--- config.mk ---
export PLATFORM = sky130hd
export DESIGN_NAME = dss_source_select
export DESIGN_NICKNAME = d
export VERILOG_FILES = /design/src/common/dss_pkg.sv /design/src/rtl/dss_in_filter.sv /design/src/rtl/dss_source_select.sv
export SDC_FILE = /design/constraint.sdc
export NUM_CORES = 1
export LEC_CHECK = 0
export BUFFER_PORTS_ARGS = -buffer_cell sky130_fd_sc_hd__buf_2
export CORE_ASPECT_RATIO = 2
export CORE_MARGIN = 10
export CORE_UTILIZATION = 49
export DETAILED_ROUTE_END_ITERATION = 12
export PLACE_DENSITY = 0.81
export SLEW_MARGIN = 20
export SYNTH_ARGS = -nofsm -noshare
export SYNTH_HDL_FRONTEND = slang
export SYNTH_SLANG_ARGS = --single-unit
--- constraint.sdc ---
create_clock -name hclk -period 2.97 [get_ports hclk]
set_input_delay 0.594 -clock hclk [delete_from_list [all_inputs] [get_ports hclk]]
set_output_delay 0.594 -clock hclk [all_outputs]
set_load 0.01 [all_outputs]
--- src/common/dss_pkg.sv ---
// Purpose: Constants for the drive source select and input filter block
// Assumes: 32-bit AHB-Lite register bus, 100 MHz hclk
// Notes: Register offsets are byte addresses of aligned words
// Functional notes
// RULE1: Remote speed source from selector 0..3, default keypad
// RULE2: Keypad source uses presets or typed speed
// RULE3: Terminal source forces preset priority to zero
// RULE4: Analog input used only when function select zero
// RULE5: Serial source takes speed from register 0002H
// RULE6: Host sets preset priority zero for serial/card
// RULE7: Serial command register 0001H drives speed-select inputs
// RULE8: Speed selector 3 without card: error, no run
// RULE9: Remote command source selector 0..3, default terminals
// RULE10: Command selector 3 without card: error, no run
// RULE11: Stop method 0 ramps down on decel ramp
// RULE12: Stop method 1 coasts immediately; default 0
// RULE13: Read mode 0 acts on single sample
// RULE14: Read mode 1 needs two agreeing samples, default
// RULE15: Run indicator lit even with zero speed
// RULE16: Local mode always uses keypad speed
// RULE17: Host removes run before changing selectors
// RULE18: Inputs sampled each fixed scan period
// RULE19: Selectors applied only at a scan boundary
package dss_pkg;
   localparam int DSS_DIN_W = 8;
   localparam int DSS_SPD_W = 16;
   localparam logic [7:0] DSS_CTRL_OFS = 8'h00;
   localparam logic [7:0] DSS_PRIO_OFS = 8'h04;
   localparam logic [7:0] DSS_KEYSPD_OFS = 8'h08;
   localparam logic [7:0] DSS_SERCMD_OFS = 8'h0c;
   localparam logic [7:0] DSS_SERSPD_OFS = 8'h10;
   localparam logic [7:0] DSS_STAT_OFS = 8'h14;
   localparam logic [7:0] DSS_IRQ_OFS = 8'h18;
   localparam logic [7:0] DSS_MASK_OFS = 8'h1c;
   localparam logic [7:0] DSS_REF_OFS = 8'h20;
   // Control register fields
   localparam int DSS_SPDSEL_LSB = 0;
   localparam int DSS_CMDSEL_LSB = 2;
   localparam int DSS_STOP_BIT = 4;
   localparam int DSS_READ_BIT = 5;
   localparam int DSS_KEYMODE_BIT = 6;
   localparam logic [1:0] DSS_SPDSEL_RST = 2'h0;
   localparam logic [1:0] DSS_CMDSEL_RST = 2'h1;
   localparam logic DSS_STOP_RST = 1'b0;
   localparam logic DSS_READ_RST = 1'b1;
   // Interrupt status bits
   localparam int DSS_IRQ_ERR = 0;
   localparam int DSS_IRQ_RUN = 1;
   localparam int DSS_IRQ_STOP = 2;
   localparam int DSS_IRQ_W = 3;
   // Serial speed register and operation command register numbers
   localparam logic [15:0] DSS_MB_CMD_REG = 16'h0001;
   localparam logic [15:0] DSS_MB_SPD_REG = 16'h0002;
   // Scan period
   localparam int DSS_SCAN_NS = 1000;
   localparam int DSS_CLK_NS = 10;
   localparam int DSS_SCAN_CYC = DSS_SCAN_NS / DSS_CLK_NS;
   typedef enum logic [1:0] {
      DSS_SRC_KEY, DSS_SRC_TERM, DSS_SRC_SER, DSS_SRC_CARD
   } dss_src_e;
endpackage : dss_pkg

--- src/rtl/dss_in_filter.sv ---
// Purpose: Scan-rate filter for the digital inputs
// Assumes: din already synchronised to hclk
// Notes: Read mode 1 trades one scan of latency for noise rejection
`timescale 1ns/1ps
module dss_in_filter (
   input wire logic hclk,
   input wire logic hresetn,
   input wire logic ce,
   input wire logic scan_tick,
   input wire logic read_twice,
   input wire logic [dss_pkg::DSS_DIN_W-1:0] din,
   output logic [dss_pkg::DSS_DIN_W-1:0] dout
);
   import dss_pkg::*;
   logic [DSS_DIN_W-1:0] samp_q;
   logic [DSS_DIN_W-1:0] out_q;
   genvar gi;

   always_ff @(posedge hclk or negedge hresetn) begin
      if (!hresetn) begin
         samp_q <= '0;
      end else if (ce && scan_tick) begin
         samp_q <= din; // [RULE18]
      end
   end

   generate
      for (gi = 0; gi < DSS_DIN_W; gi++) begin : g_bit
         always_ff @(posedge hclk or negedge hresetn) begin
            if (!hresetn) begin
               out_q[gi] <= 1'b0;
            end else if (ce && scan_tick) begin
               if (!read_twice) begin
                  out_q[gi] <= din[gi]; // [RULE13]
               end else if (din[gi] == samp_q[gi]) begin
                  out_q[gi] <= din[gi]; // [RULE14]
               end
            end
         end
      end
   endgenerate

   assign dout = out_q;

   read_twice_a: assert property (@(posedge hclk) disable iff (!hresetn)
      ce && scan_tick && read_twice && din != samp_q |=>
      $stable(dout)) else $error("filter passed unconfirmed input"); // [RULE14]
   read_once_a: assert property (@(posedge hclk) disable iff (!hresetn)
      ce && scan_tick && !read_twice |=> dout == $past(din))
      else $error("single read did not pass input"); // [RULE13]
endmodule : dss_in_filter

--- src/rtl/dss_source_select.sv ---
// Purpose: Speed reference and run command source selection
// Assumes: AHB-Lite single word transfers, one slave, zero wait states
// Notes: Selector changes land only at a scan tick
//
// Design decisions made here: the address map and the AHB-Lite interface to the registers.
`timescale 1ns/1ps
module dss_source_select (
   input wire logic hclk,
   input wire logic hresetn,
   input wire logic ce,
   input wire logic hsel,
   input wire logic [31:0] haddr,
   input wire logic [1:0] htrans,
   input wire logic hwrite,
   input wire logic [2:0] hsize,
   input wire logic [31:0] hwdata,
   input wire logic hready,
   output logic [31:0] hrdata,
   output logic hreadyout,
   output logic hresp,
   output logic irq,
   input wire logic [dss_pkg::DSS_DIN_W-1:0] din_pin,
   input wire logic [dss_pkg::DSS_SPD_W-1:0] analog1,
   input wire logic [dss_pkg::DSS_SPD_W-1:0] analog2,
   input wire logic [1:0] first_analog_function_sel,
   input wire logic [1:0] second_analog_function_sel,
   input wire logic [dss_pkg::DSS_SPD_W-1:0] card_speed,
   input wire logic card_up,
   input wire logic card_down,
   input wire logic option_slot_present,
   input wire logic local_mode,
   input wire logic key_up,
   input wire logic key_down,
   input wire logic [dss_pkg::DSS_SPD_W-1:0] min_speed,
   input wire logic [8*dss_pkg::DSS_SPD_W-1:0] preset_speeds,
   output logic [dss_pkg::DSS_SPD_W-1:0] speed_ref,
   output logic run_up,
   output logic run_down,
   output logic ramp_stop,
   output logic coast_stop,
   output logic run_led,
   output logic missing_option_error
);
   import dss_pkg::*;
   logic [DSS_DIN_W-1:0] din_s1_q, din_s2_q, din_f;
   logic [7:0] scan_cnt_q;
   logic scan_tick;
   logic [6:0] ctrl_q, act_ctrl_q;
   logic [1:0] prio_q;
   logic [DSS_SPD_W-1:0] keyspd_q, serspd_q;
   logic [DSS_DIN_W-1:0] sercmd_q;
   logic [DSS_IRQ_W-1:0] stat_q, mask_q;
   logic ap_valid_q, ap_write_q;
   logic [7:0] ap_addr_q;
   logic [DSS_SPD_W-1:0] speed_d, speed_q;
   logic up_d, dn_d, up_q, dn_q, err_d, err_q, coast_q, ramp_q;
   logic [DSS_DIN_W-1:0] eff_din;
   logic [1:0] eff_prio;
   dss_src_e spd_src, cmd_src;

   // Preset index from the three speed-select inputs (bits 2..0)
   function automatic logic [DSS_SPD_W-1:0] preset_pick(
         input logic [8*DSS_SPD_W-1:0] tbl, input logic [2:0] idx);
      preset_pick = tbl[idx*DSS_SPD_W +: DSS_SPD_W];
   endfunction : preset_pick

   function automatic logic is_reg(input logic [7:0] a, input logic [7:0] o);
      is_reg = (a == o);
   endfunction : is_reg

   always_ff @(posedge hclk or negedge hresetn) begin
      if (!hresetn) begin
         din_s1_q <= '0;
         din_s2_q <= '0;
      end else if (ce) begin
         din_s1_q <= din_pin;
         din_s2_q <= din_s1_q;
      end
   end

   always_ff @(posedge hclk or negedge hresetn) begin
      if (!hresetn) begin
         scan_cnt_q <= '0;
      end else if (ce) begin
         if (scan_tick) begin
            scan_cnt_q <= '0;
         end else begin
            scan_cnt_q <= scan_cnt_q + 8'h01;
         end
      end
   end
   assign scan_tick = (scan_cnt_q == 8'(DSS_SCAN_CYC - 1)); // [RULE18]

   // Serial mode drives the speed-select inputs from the command register
   assign eff_din = (spd_src == DSS_SRC_SER) ? sercmd_q : din_s2_q; // [RULE7]

   dss_in_filter u_filter (
      .hclk(hclk),
      .hresetn(hresetn),
      .ce(ce),
      .scan_tick(scan_tick),
      .read_twice(act_ctrl_q[DSS_READ_BIT]),
      .din(eff_din),
      .dout(din_f)
   );

   // AHB-Lite slave, zero wait states, always OKAY
   assign hreadyout = 1'b1;
   assign hresp = 1'b0;

   always_ff @(posedge hclk or negedge hresetn) begin
      if (!hresetn) begin
         ap_valid_q <= 1'b0;
         ap_write_q <= 1'b0;
         ap_addr_q <= '0;
      end else if (ce && hready) begin
         ap_valid_q <= hsel && htrans[1];
         ap_write_q <= hwrite;
         ap_addr_q <= haddr[7:0];
      end
   end

   logic wr_en;
   assign wr_en = ce && ap_valid_q && ap_write_q;

   always_ff @(posedge hclk or negedge hresetn) begin
      if (!hresetn) begin
         ctrl_q <= {1'b0, DSS_READ_RST, DSS_STOP_RST, DSS_CMDSEL_RST,
                    DSS_SPDSEL_RST}; // [RULE1] [RULE9] [RULE12] [RULE14]
         prio_q <= '0;
         keyspd_q <= '0;
         sercmd_q <= '0;
         serspd_q <= '0;
         mask_q <= '0;
      end else if (wr_en) begin
         if (is_reg(ap_addr_q, DSS_CTRL_OFS)) ctrl_q <= hwdata[6:0];
         if (is_reg(ap_addr_q, DSS_PRIO_OFS)) prio_q <= hwdata[1:0];
         if (is_reg(ap_addr_q, DSS_KEYSPD_OFS)) keyspd_q <= hwdata[15:0];
         if (is_reg(ap_addr_q, DSS_SERCMD_OFS)) sercmd_q <= hwdata[7:0];
         if (is_reg(ap_addr_q, DSS_SERSPD_OFS)) serspd_q <= hwdata[15:0];
         if (is_reg(ap_addr_q, DSS_MASK_OFS)) mask_q <= hwdata[2:0];
      end
   end

   // Selectors only take effect at a scan edge so no half-switched ref
   always_ff @(posedge hclk or negedge hresetn) begin
      if (!hresetn) begin
         act_ctrl_q <= {1'b0, DSS_READ_RST, DSS_STOP_RST, DSS_CMDSEL_RST,
                        DSS_SPDSEL_RST};
      end else if (ce && scan_tick) begin
         act_ctrl_q <= ctrl_q; // [RULE19]
      end
   end

   assign spd_src = local_mode ? DSS_SRC_KEY :
                    dss_src_e'(act_ctrl_q[DSS_SPDSEL_LSB +: 2]); // [RULE16]
   assign cmd_src = dss_src_e'(act_ctrl_q[DSS_CMDSEL_LSB +: 2]);
   // Terminal source forces priority 0; host keeps it 0 for serial/card
   assign eff_prio = (spd_src == DSS_SRC_TERM) ? 2'h0 : prio_q; // [RULE3]

   always_comb begin
      speed_d = '0;
      case (spd_src)
         DSS_SRC_KEY: begin
            if (act_ctrl_q[DSS_KEYMODE_BIT]) begin
               speed_d = keyspd_q; // [RULE2]
            end else begin
               speed_d = preset_pick(preset_speeds, din_f[2:0]); // [RULE2]
            end
         end
         DSS_SRC_TERM: begin
            if (first_analog_function_sel == 2'h0) begin
               speed_d = analog1; // [RULE4]
            end else if (second_analog_function_sel == 2'h0) begin
               speed_d = analog2; // [RULE4]
            end else begin
               speed_d = preset_pick(preset_speeds, din_f[2:0]); // [RULE3]
            end
         end
         DSS_SRC_SER: begin
            if (eff_prio == 2'h0 && din_f[2:0] != 3'h0) begin
               speed_d = preset_pick(preset_speeds, din_f[2:0]); // [RULE7]
            end else begin
               speed_d = serspd_q; // [RULE5]
            end
         end
         DSS_SRC_CARD: begin
            speed_d = card_speed;
         end
         default: begin
            speed_d = '0;
         end
      endcase
   end

   always_comb begin
      up_d = 1'b0;
      dn_d = 1'b0;
      case (cmd_src)
         DSS_SRC_KEY: begin
            up_d = key_up;
            dn_d = key_down;
         end
         DSS_SRC_TERM: begin
            up_d = din_f[6];
            dn_d = din_f[7];
         end
         DSS_SRC_SER: begin
            up_d = sercmd_q[6];
            dn_d = sercmd_q[7];
         end
         DSS_SRC_CARD: begin
            up_d = card_up;
            dn_d = card_down;
         end
         default: begin
            up_d = 1'b0;
         end
      endcase
   end

   assign err_d = !option_slot_present &&
                  ((spd_src == DSS_SRC_CARD) ||
                   (cmd_src == DSS_SRC_CARD)); // [RULE8] [RULE10]

   always_ff @(posedge hclk or negedge hresetn) begin
      if (!hresetn) begin
         speed_q <= '0;
         up_q <= 1'b0;
         dn_q <= 1'b0;
         err_q <= 1'b0;
      end else if (ce) begin
         speed_q <= speed_d;
         err_q <= err_d;
         up_q <= up_d && !dn_d && !err_d; // [RULE8] [RULE10]
         dn_q <= dn_d && !up_d && !err_d;
      end
   end

   // Stop style latched when the command drops; cleared in the cycle a
   // run starts so a stop flag never overlaps a running output
   logic run_nx;
   assign run_nx = (up_d ^ dn_d) && !err_d;
   always_ff @(posedge hclk or negedge hresetn) begin
      if (!hresetn) begin
         ramp_q <= 1'b0;
         coast_q <= 1'b0;
      end else if (ce) begin
         if (run_nx) begin
            ramp_q <= 1'b0;
            coast_q <= 1'b0;
         end else if (up_q || dn_q) begin
            ramp_q <= !act_ctrl_q[DSS_STOP_BIT]; // [RULE11]
            coast_q <= act_ctrl_q[DSS_STOP_BIT]; // [RULE12]
         end
      end
   end

   logic [DSS_IRQ_W-1:0] ev;
   assign ev = {ramp_q | coast_q, up_q | dn_q, err_q};

   // Set wins over write-one-to-clear
   always_ff @(posedge hclk or negedge hresetn) begin
      if (!hresetn) begin
         stat_q <= '0;
      end else if (ce) begin
         stat_q <= (stat_q & ~((wr_en && is_reg(ap_addr_q, DSS_IRQ_OFS)) ?
                    hwdata[2:0] : 3'h0)) | ev;
      end
   end
   assign irq = |(stat_q & mask_q);

   always_comb begin
      hrdata = 32'h0;
      if (ap_valid_q && !ap_write_q) begin
         case (ap_addr_q)
            DSS_CTRL_OFS: hrdata = {25'h0, ctrl_q};
            DSS_PRIO_OFS: hrdata = {30'h0, eff_prio};
            DSS_KEYSPD_OFS: hrdata = {16'h0, keyspd_q};
            DSS_SERCMD_OFS: hrdata = {24'h0, sercmd_q};
            DSS_SERSPD_OFS: hrdata = {16'h0, serspd_q};
            DSS_STAT_OFS: hrdata = {24'h0, din_f[5:0], err_q, up_q | dn_q};
            DSS_IRQ_OFS: hrdata = {29'h0, stat_q};
            DSS_MASK_OFS: hrdata = {29'h0, mask_q};
            DSS_REF_OFS: hrdata = {16'h0, speed_q};
            default: hrdata = 32'h0;
         endcase
      end
   end

   assign speed_ref = speed_q;
   assign run_up = up_q;
   assign run_down = dn_q;
   assign ramp_stop = ramp_q;
   assign coast_stop = coast_q;
   // Lit with any run command even at zero or sub-minimum speed
   assign run_led = up_q | dn_q; // [RULE15]
   assign missing_option_error = err_q;

   card_error_a: assert property (@(posedge hclk) disable iff (!hresetn)
      ce && !option_slot_present && act_ctrl_q[1:0] == 2'h3 && !local_mode
      |=> missing_option_error && !run_up && !run_down)
      else $error("missing card did not block run"); // [RULE8]
   cmd_card_a: assert property (@(posedge hclk) disable iff (!hresetn)
      ce && !option_slot_present && act_ctrl_q[3:2] == 2'h3
      |=> missing_option_error && !run_led)
      else $error("missing card on command source"); // [RULE10]
   serial_ref_a: assert property (@(posedge hclk) disable iff (!hresetn)
      ce && spd_src == DSS_SRC_SER && din_f[2:0] == 3'h0
      |=> speed_ref == $past(serspd_q))
      else $error("serial speed not used"); // [RULE5]
   local_key_a: assert property (@(posedge hclk) disable iff (!hresetn)
      ce && local_mode && act_ctrl_q[DSS_KEYMODE_BIT]
      |=> speed_ref == $past(keyspd_q))
      else $error("local mode ignored keypad"); // [RULE16]
   term_prio_a: assert property (@(posedge hclk) disable iff (!hresetn)
      spd_src == DSS_SRC_TERM |-> eff_prio == 2'h0)
      else $error("priority not forced"); // [RULE3]
   sel_boundary_a: assert property (@(posedge hclk) disable iff (!hresetn)
      !scan_tick |=> $stable(act_ctrl_q))
      else $error("selector moved off scan edge"); // [RULE19]
   run_led_a: assert property (@(posedge hclk) disable iff (!hresetn)
      run_up && speed_ref < min_speed |-> run_led)
      else $error("run led dark"); // [RULE15]
   coast_stop_a: assert property (@(posedge hclk) disable iff (!hresetn)
      coast_stop |-> !ramp_stop && !run_up && !run_down)
      else $error("coast overlaps run"); // [RULE12]
   ramp_stop_a: assert property (@(posedge hclk) disable iff (!hresetn)
      ce && (run_up || run_down) && !up_d && !dn_d &&
      !act_ctrl_q[DSS_STOP_BIT] |=> ramp_stop)
      else $error("ramp stop not flagged"); // [RULE11]
   analog1_a: assert property (@(posedge hclk) disable iff (!hresetn)
      ce && spd_src == DSS_SRC_TERM && first_analog_function_sel == 2'h0
      |=> speed_ref == $past(analog1))
      else $error("analog input not used"); // [RULE4]
   scan_tick_a: assert property (@(posedge hclk) disable iff (!hresetn)
      ce && scan_tick |=> !scan_tick)
      else $error("scan period broken"); // [RULE18]
   run_c: cover property (@(posedge hclk) run_up ##[1:20] ramp_stop);
   coast_c: cover property (@(posedge hclk) run_down ##1 coast_stop);
   err_c: cover property (@(posedge hclk) missing_option_error);
   irq_c: cover property (@(posedge hclk) irq);
endmodule : dss_source_select

; Word-level counts from Yosys, hierarchy flattened
; Cells that the tools add are included.
[totals]
ff_bits = 133
latch_bits = 0
ramBits = 0
romBits = 0
wordCells = 149
memories = 0
[op_classes]
add_sub_neg = 1
multipliers = 0
n_div = 0
order_cmp = 0
eq_ne = 31
n_shift = 1
muxes = 34
bitwise = 7
reduce_logical = 46
[op_table]
columns = operator, count
row1 = $pmux W16 S9, 1
row2 = $shiftx A128 B8 Y16, 1
row3 = $mux W16, 5
row4 = $pmux W16 S4, 1
row5 = $eq A8 B5 Y1 const B, 4
row6 = $reduce_and A2 Y1, 15
row7 = $mux W1, 20
row8 = $eq A8 B4 Y1 const B, 2
row9 = $mux W8, 2
row10 = $ne A2 B1 Y1 const B, 8
row11 = $logic_and A1 B1 Y1, 14
row12 = $logic_not A2 Y1, 5
row13 = $add A8 B1 Y8 const B, 1
row14 = $eq A1 B1 Y1, 8
row15 = $eq A2 B2 Y1 const B, 4
row16 = $eq A8 B3 Y1 const B, 1
row17 = $eq A8 B6 Y1 const B, 1
row18 = $eq A8 B7 Y1 const B, 1
row19 = $logic_not A8 Y1, 1
row20 = $pmux W1 S4, 2
row21 = $and A3 B3 Y3, 2
row22 = $logic_not A1 Y1, 6
row23 = $eq A2 B1 Y1 const B, 2
row24 = $mux W2, 2
row25 = 9 further kinds, 11

; Longest topological paths before layout
[logic_depth]
depth_word = 8
mapped_depth = 9
mapped_depth_nobuf = 6

; Modules after synthesis
; A second synthesis with hierarchy kept.
[hier_totals]
hier_cells = 681
area_unflattened_um2 = 8141.6
[by_module_without_submodules]
columns = mod, n_inst, cells_per_inst, area_each_um2
row1 = dss_source_select, 1, 621, 7380.8
row2 = dss_in_filter, 1, 60, 760.7

; Least setup slack after synthesis
; Ideal clock, no wire load.
[synth_path]
kind = reg2out
start = reg ap_addr_q[1]
end = out hrdata[10]
t_arrival_ps = 2093
required_time_ps = 2376
path_slack_ps = 283
path_stages_with_launch = 8
cell_sequence = dfrtp_1 or4_4 nor3_4 a21oi_1 or3b_1 buf_2 buf_6 nor2_1
[synth_between]
elab_chain_cells = 3
elab_cells_between_ends = 11
classes_between = 8 x eq/ne / 2 x mux / 1 x reduce/logical
[synth_lines]
columns = element, line
row1 = from (decl), dss_source_select.sv:54  ; logic [7:0] ap_addr_q;
row2 = from (signal assigned), dss_source_select.sv:119  ; ap_addr_q <= haddr[7:0];
row3 = "$eq A8 B6 Y1, or another cell as far along", dss_source_select.sv:276  ; case (ap_addr_q)
row4 = $pmux W16 S9 *, dss_source_select.sv:276
row5 = $mux W16 *, dss_source_select.sv:275  ; if (ap_valid_q && !ap_write_q) begin
row6 = to (decl), dss_source_select.sv:18  ; output logic [31:0] hrdata,
; Every way passes the cells marked *; elsewhere a longest branch is shown, timed or not.

; Final worst setup path
[layout_path]
start = reg ap_addr_q[1]
end = out hrdata[9]
; The elaborated chain is that of the path after synthesis.

==> impl_metrics.ini <==
[final_layout]
drive_gt1_frac = 0.456
fill_cells = 1321
fin_util = 0.643
num-nets-final = 1320
regArea_sq_um = 3330
area_growth_pct = 28.6
multiInputGateArea_sq_um = 4530

[routing]
post-route-drc-count = 0
drt_iter0_drc = 620
first_pass_iters = 5
wl_per_cell_microns = 26.5
ant_nets = 0
via_count = 7844
routed_via_density = 6.22
wirelength_mm = 33.5

[critical_path]
worstPathRequired_ps = 2380
cp_slowest_cell = or4_4
cp-end-kind = output pin
arrival_ps = 2530
critPathKind = reg2out
crit_chain = or4_4 -> nor3_4 -> a21oi_2 -> or3b_4 -> buf_4 -> nor2_1 -> buf_2
critPathMaxFanout = 5
path_buf_inv = 2
cp_top_family = simple AND/OR/NAND/NOR gates
cp-start-kind = flop
cp_slowest_stage_delay_ps = 590

[place]
post-place-ws_ps = 27.3
place.gp.congestion = 0.938
hpwl_mm = 26.4
portBuffers = 263

[die]
die_area_sq_um = 22600
die_w_microns = 111
core_sq_um = 16400
boundaryPins = 342
num_rows = 66
start_util = 0.500
die_h_microns = 203

[status]
status = complete, but fails checks
failed_checks = negative setup slack

[sta]
setup_viol = 16
period_share = 1.05
worst_pin_slew_ps = 874
maxSlewViolCount = 0
rsz0062_at_grt = true
fin_tns_setup_ps = -2110
clock.fmax_ghz = 0.320
fin_crit_ps = 3130
finClkSkew_ps = 9.89
setup_slack_ps = -158
hold_viol = 0
slew_headroom = 0.418

[synthesis]
netlist_area_sq_um = 8170
synthCells = 773
synth_seq_cells = 133
synth_ff_type = dfrtp_1
ys_warn_count = 0
avgSynthCellArea_sq_um = 10.6
synth_edf_count = 0
async_reset_ff_frac = 1.00
ys_types = 58
seq_area_frac_synth = 0.408

[cts]
clkTransAtPathRegs_ps = 60
numCtsBuffers = 17
root_buffer = clkbuf_16
cts_tree = built
clock_latency_ps = 430
clkSinkCount = 133
clk_path_buf_depth = 2
htreeDepth = 4
cts_hold_buffers = 0

[grt]
grt_pass1_wl_mm = 49.7
grt_busiest_layer = met2
overflow = 0
grtUsageMet1 = 0.284
antenna_found_initial = 19
use_met2 = 0.508
grt_use_met3 = 0.0768
grt_use_total = 0.286
grt_max_degree = 66
grt_pass1_vias = 8144

[hold_path]
hold_path_class = in2async

[power]
irDropWorstVdd_uv = 576
power_leakage_nw = 4.77
power_density_nw_per_um2 = 496

[job]
maxCapViolCount = 0
[kinds of logic (layout without fill, tap and decap cells)]
family	Yosys count	count (layout)	synth area share
AOI/OAI and AO/OA	174	174	0.155
xor gates and xnor gates	6	6	0.00643
adders and majority gates	3	3	0.00459
buffers and inverters	87	342	0.0537
DFF	133	133	0.408
muxes	143	143	0.241
other	2	30	0.000919
and+or+nand+nor	225	226	0.131
[power by group]
part,leakage (nW),switching [mW],internal [mW]
Combinational,2.74,0.413,0.395
Sequential,1.71,0.149,1.95
Clock,0.313,0.799,1.51
Total,4.77,1.36,3.85
[synthesized netlist by cell type (all sizes together), types with 3 or more instances]
| master | count | area, sq um |
|---|---|---|
| dfrtp | 129 | 3230 |
| nand2 | 103 | 387 |
| mux2 | 77 | 867 |
| nor2 | 54 | 205 |
| o21ai | 41 | 205 |
| clkbuf | 40 | 150 |
| buf | 37 | 251 |
| mux4 | 35 | 788 |
| mux2i | 31 | 310 |
| a21oi | 30 | 154 |
| a32o | 18 | 180 |
| a221oi | 16 | 140 |
| o221ai | 16 | 140 |
| and2 | 15 | 93.8 |
| and3 | 14 | 87.6 |
| a22o | 13 | 114 |
| a22oi | 12 | 90.1 |
| inv | 10 | 37.5 |
| o21a | 9 | 67.6 |
| a32oi | 7 | 61.3 |
| or2 | 7 | 43.8 |
| nand3 | 6 | 35.0 |
| xnor2 | 6 | 52.6 |
| nor2b | 5 | 31.3 |
| a31oi | 4 | 25.0 |
| dfstp | 4 | 105 |
| nor3 | 4 | 31.3 |
| a222oi | 3 | 30.0 |
| ha | 3 | 37.5 |
| nand4 | 3 | 18.8 |
[per-stage QoR]
stage	std cells	instance area, sq um	hold slack, ps	total power, mW
after floorplan	789	8230	298	2.52
after global placement	1210	9690	462	2.87
after detailed placement	1210	9690	472	2.90
after CTS	1246	10400	76.6	5.20
after global routing	1260	10500	92.9	5.38
final	1261	10500	79.1	5.21
[repair_timing]
item | CTS | global route
setup buffers | 4 | 2
pin swaps | 3 | 4
gates resized for setup | 8 | 12
cloned | 0 | 1
setup endpoints to repair | 16 | 16
[registers in the layout, indices dropped and copies added (netlist names), 2 cells and up]
| name | count |
|---|---|
| keyspd_q | 16 |
| serspd_q | 16 |
| speed_ref | 16 |
| ap_addr_q | 8 |
| din_s1_q | 8 |
| din_s2_q | 8 |
| scan_cnt_q | 8 |
| sercmd_q | 8 |
| u_filter.dout | 8 |
| u_filter.samp_q | 8 |
| act_ctrl_q | 7 |
| ctrl_q | 7 |
| mask_q | 3 |
| stat_q | 3 |
| prio_q | 2 |
[cell usage in the layout, fill, tap and decap left out, types with 13 or more instances in the layout]
cell / instances
a21oi_1: 26
a221oi_1: 16
a22o_1: 13
a32o_1: 18
and2_1: 15
buf_2: 260
buf_4: 32
clkbuf_16: 17
conb_1: 18
dfrtp_1: 128
mux2_2: 77
mux2i_1: 31
mux4_2: 35
nand2_1: 103
nor2_1: 50
o21ai_0: 41
o221ai_1: 16
[cell type report]
class | count | share of cell area
tap | 204 | 0.0243
antenna | 12 | 0.00286
clock buffer | 19 | 0.0422
sequential | 133 | 0.317
inverter | 10 | 0.00357
multi-input combinational | 570 | 0.431
clock inverter | 13 | 0.0196
timing repair buffer | 300 | 0.159
[worst paths after layout]
path | endpoint | startpoint | cells past startpoint | slack [ps]
max in group asynchronous | keyspd_q[11] | hresetn | 2 | 2220
worst max register to register | keyspd_q[3] | ap_addr_q[1] | 8 | 340
worst max-delay path | hrdata[9] | ap_addr_q[1] | 7 | -160
worst min-delay path | din_s2_q[2] | hresetn | 1 | 80
worst min register to register | act_ctrl_q[2] | ctrl_q[2] | 2 | 480
min in group hclk | din_s1_q[4] | din_pin[4] | 2 | 400
[worst reg2reg max path: stages (launching register included)]
cell and delay (ps):
dfrtp_1 370, or4_4 590, nor2_4 180, buf_12 130, and3_4 280, buf_6 140
and2_1 280, buf_12 200, mux2_2 350
[metal layers]
| layer | part of all wire | up-vias |
|---|---|---|
| met5 | 0 | - |
| met4 | 0.070 | 0 |
| met3 | 0.082 | 131 |
| met2 | 0.52 | 536 |
| met1 | 0.32 | 3793 |
| li1 | - | 3384 |
Note: power is estimated with default switching activity, not from simulation.
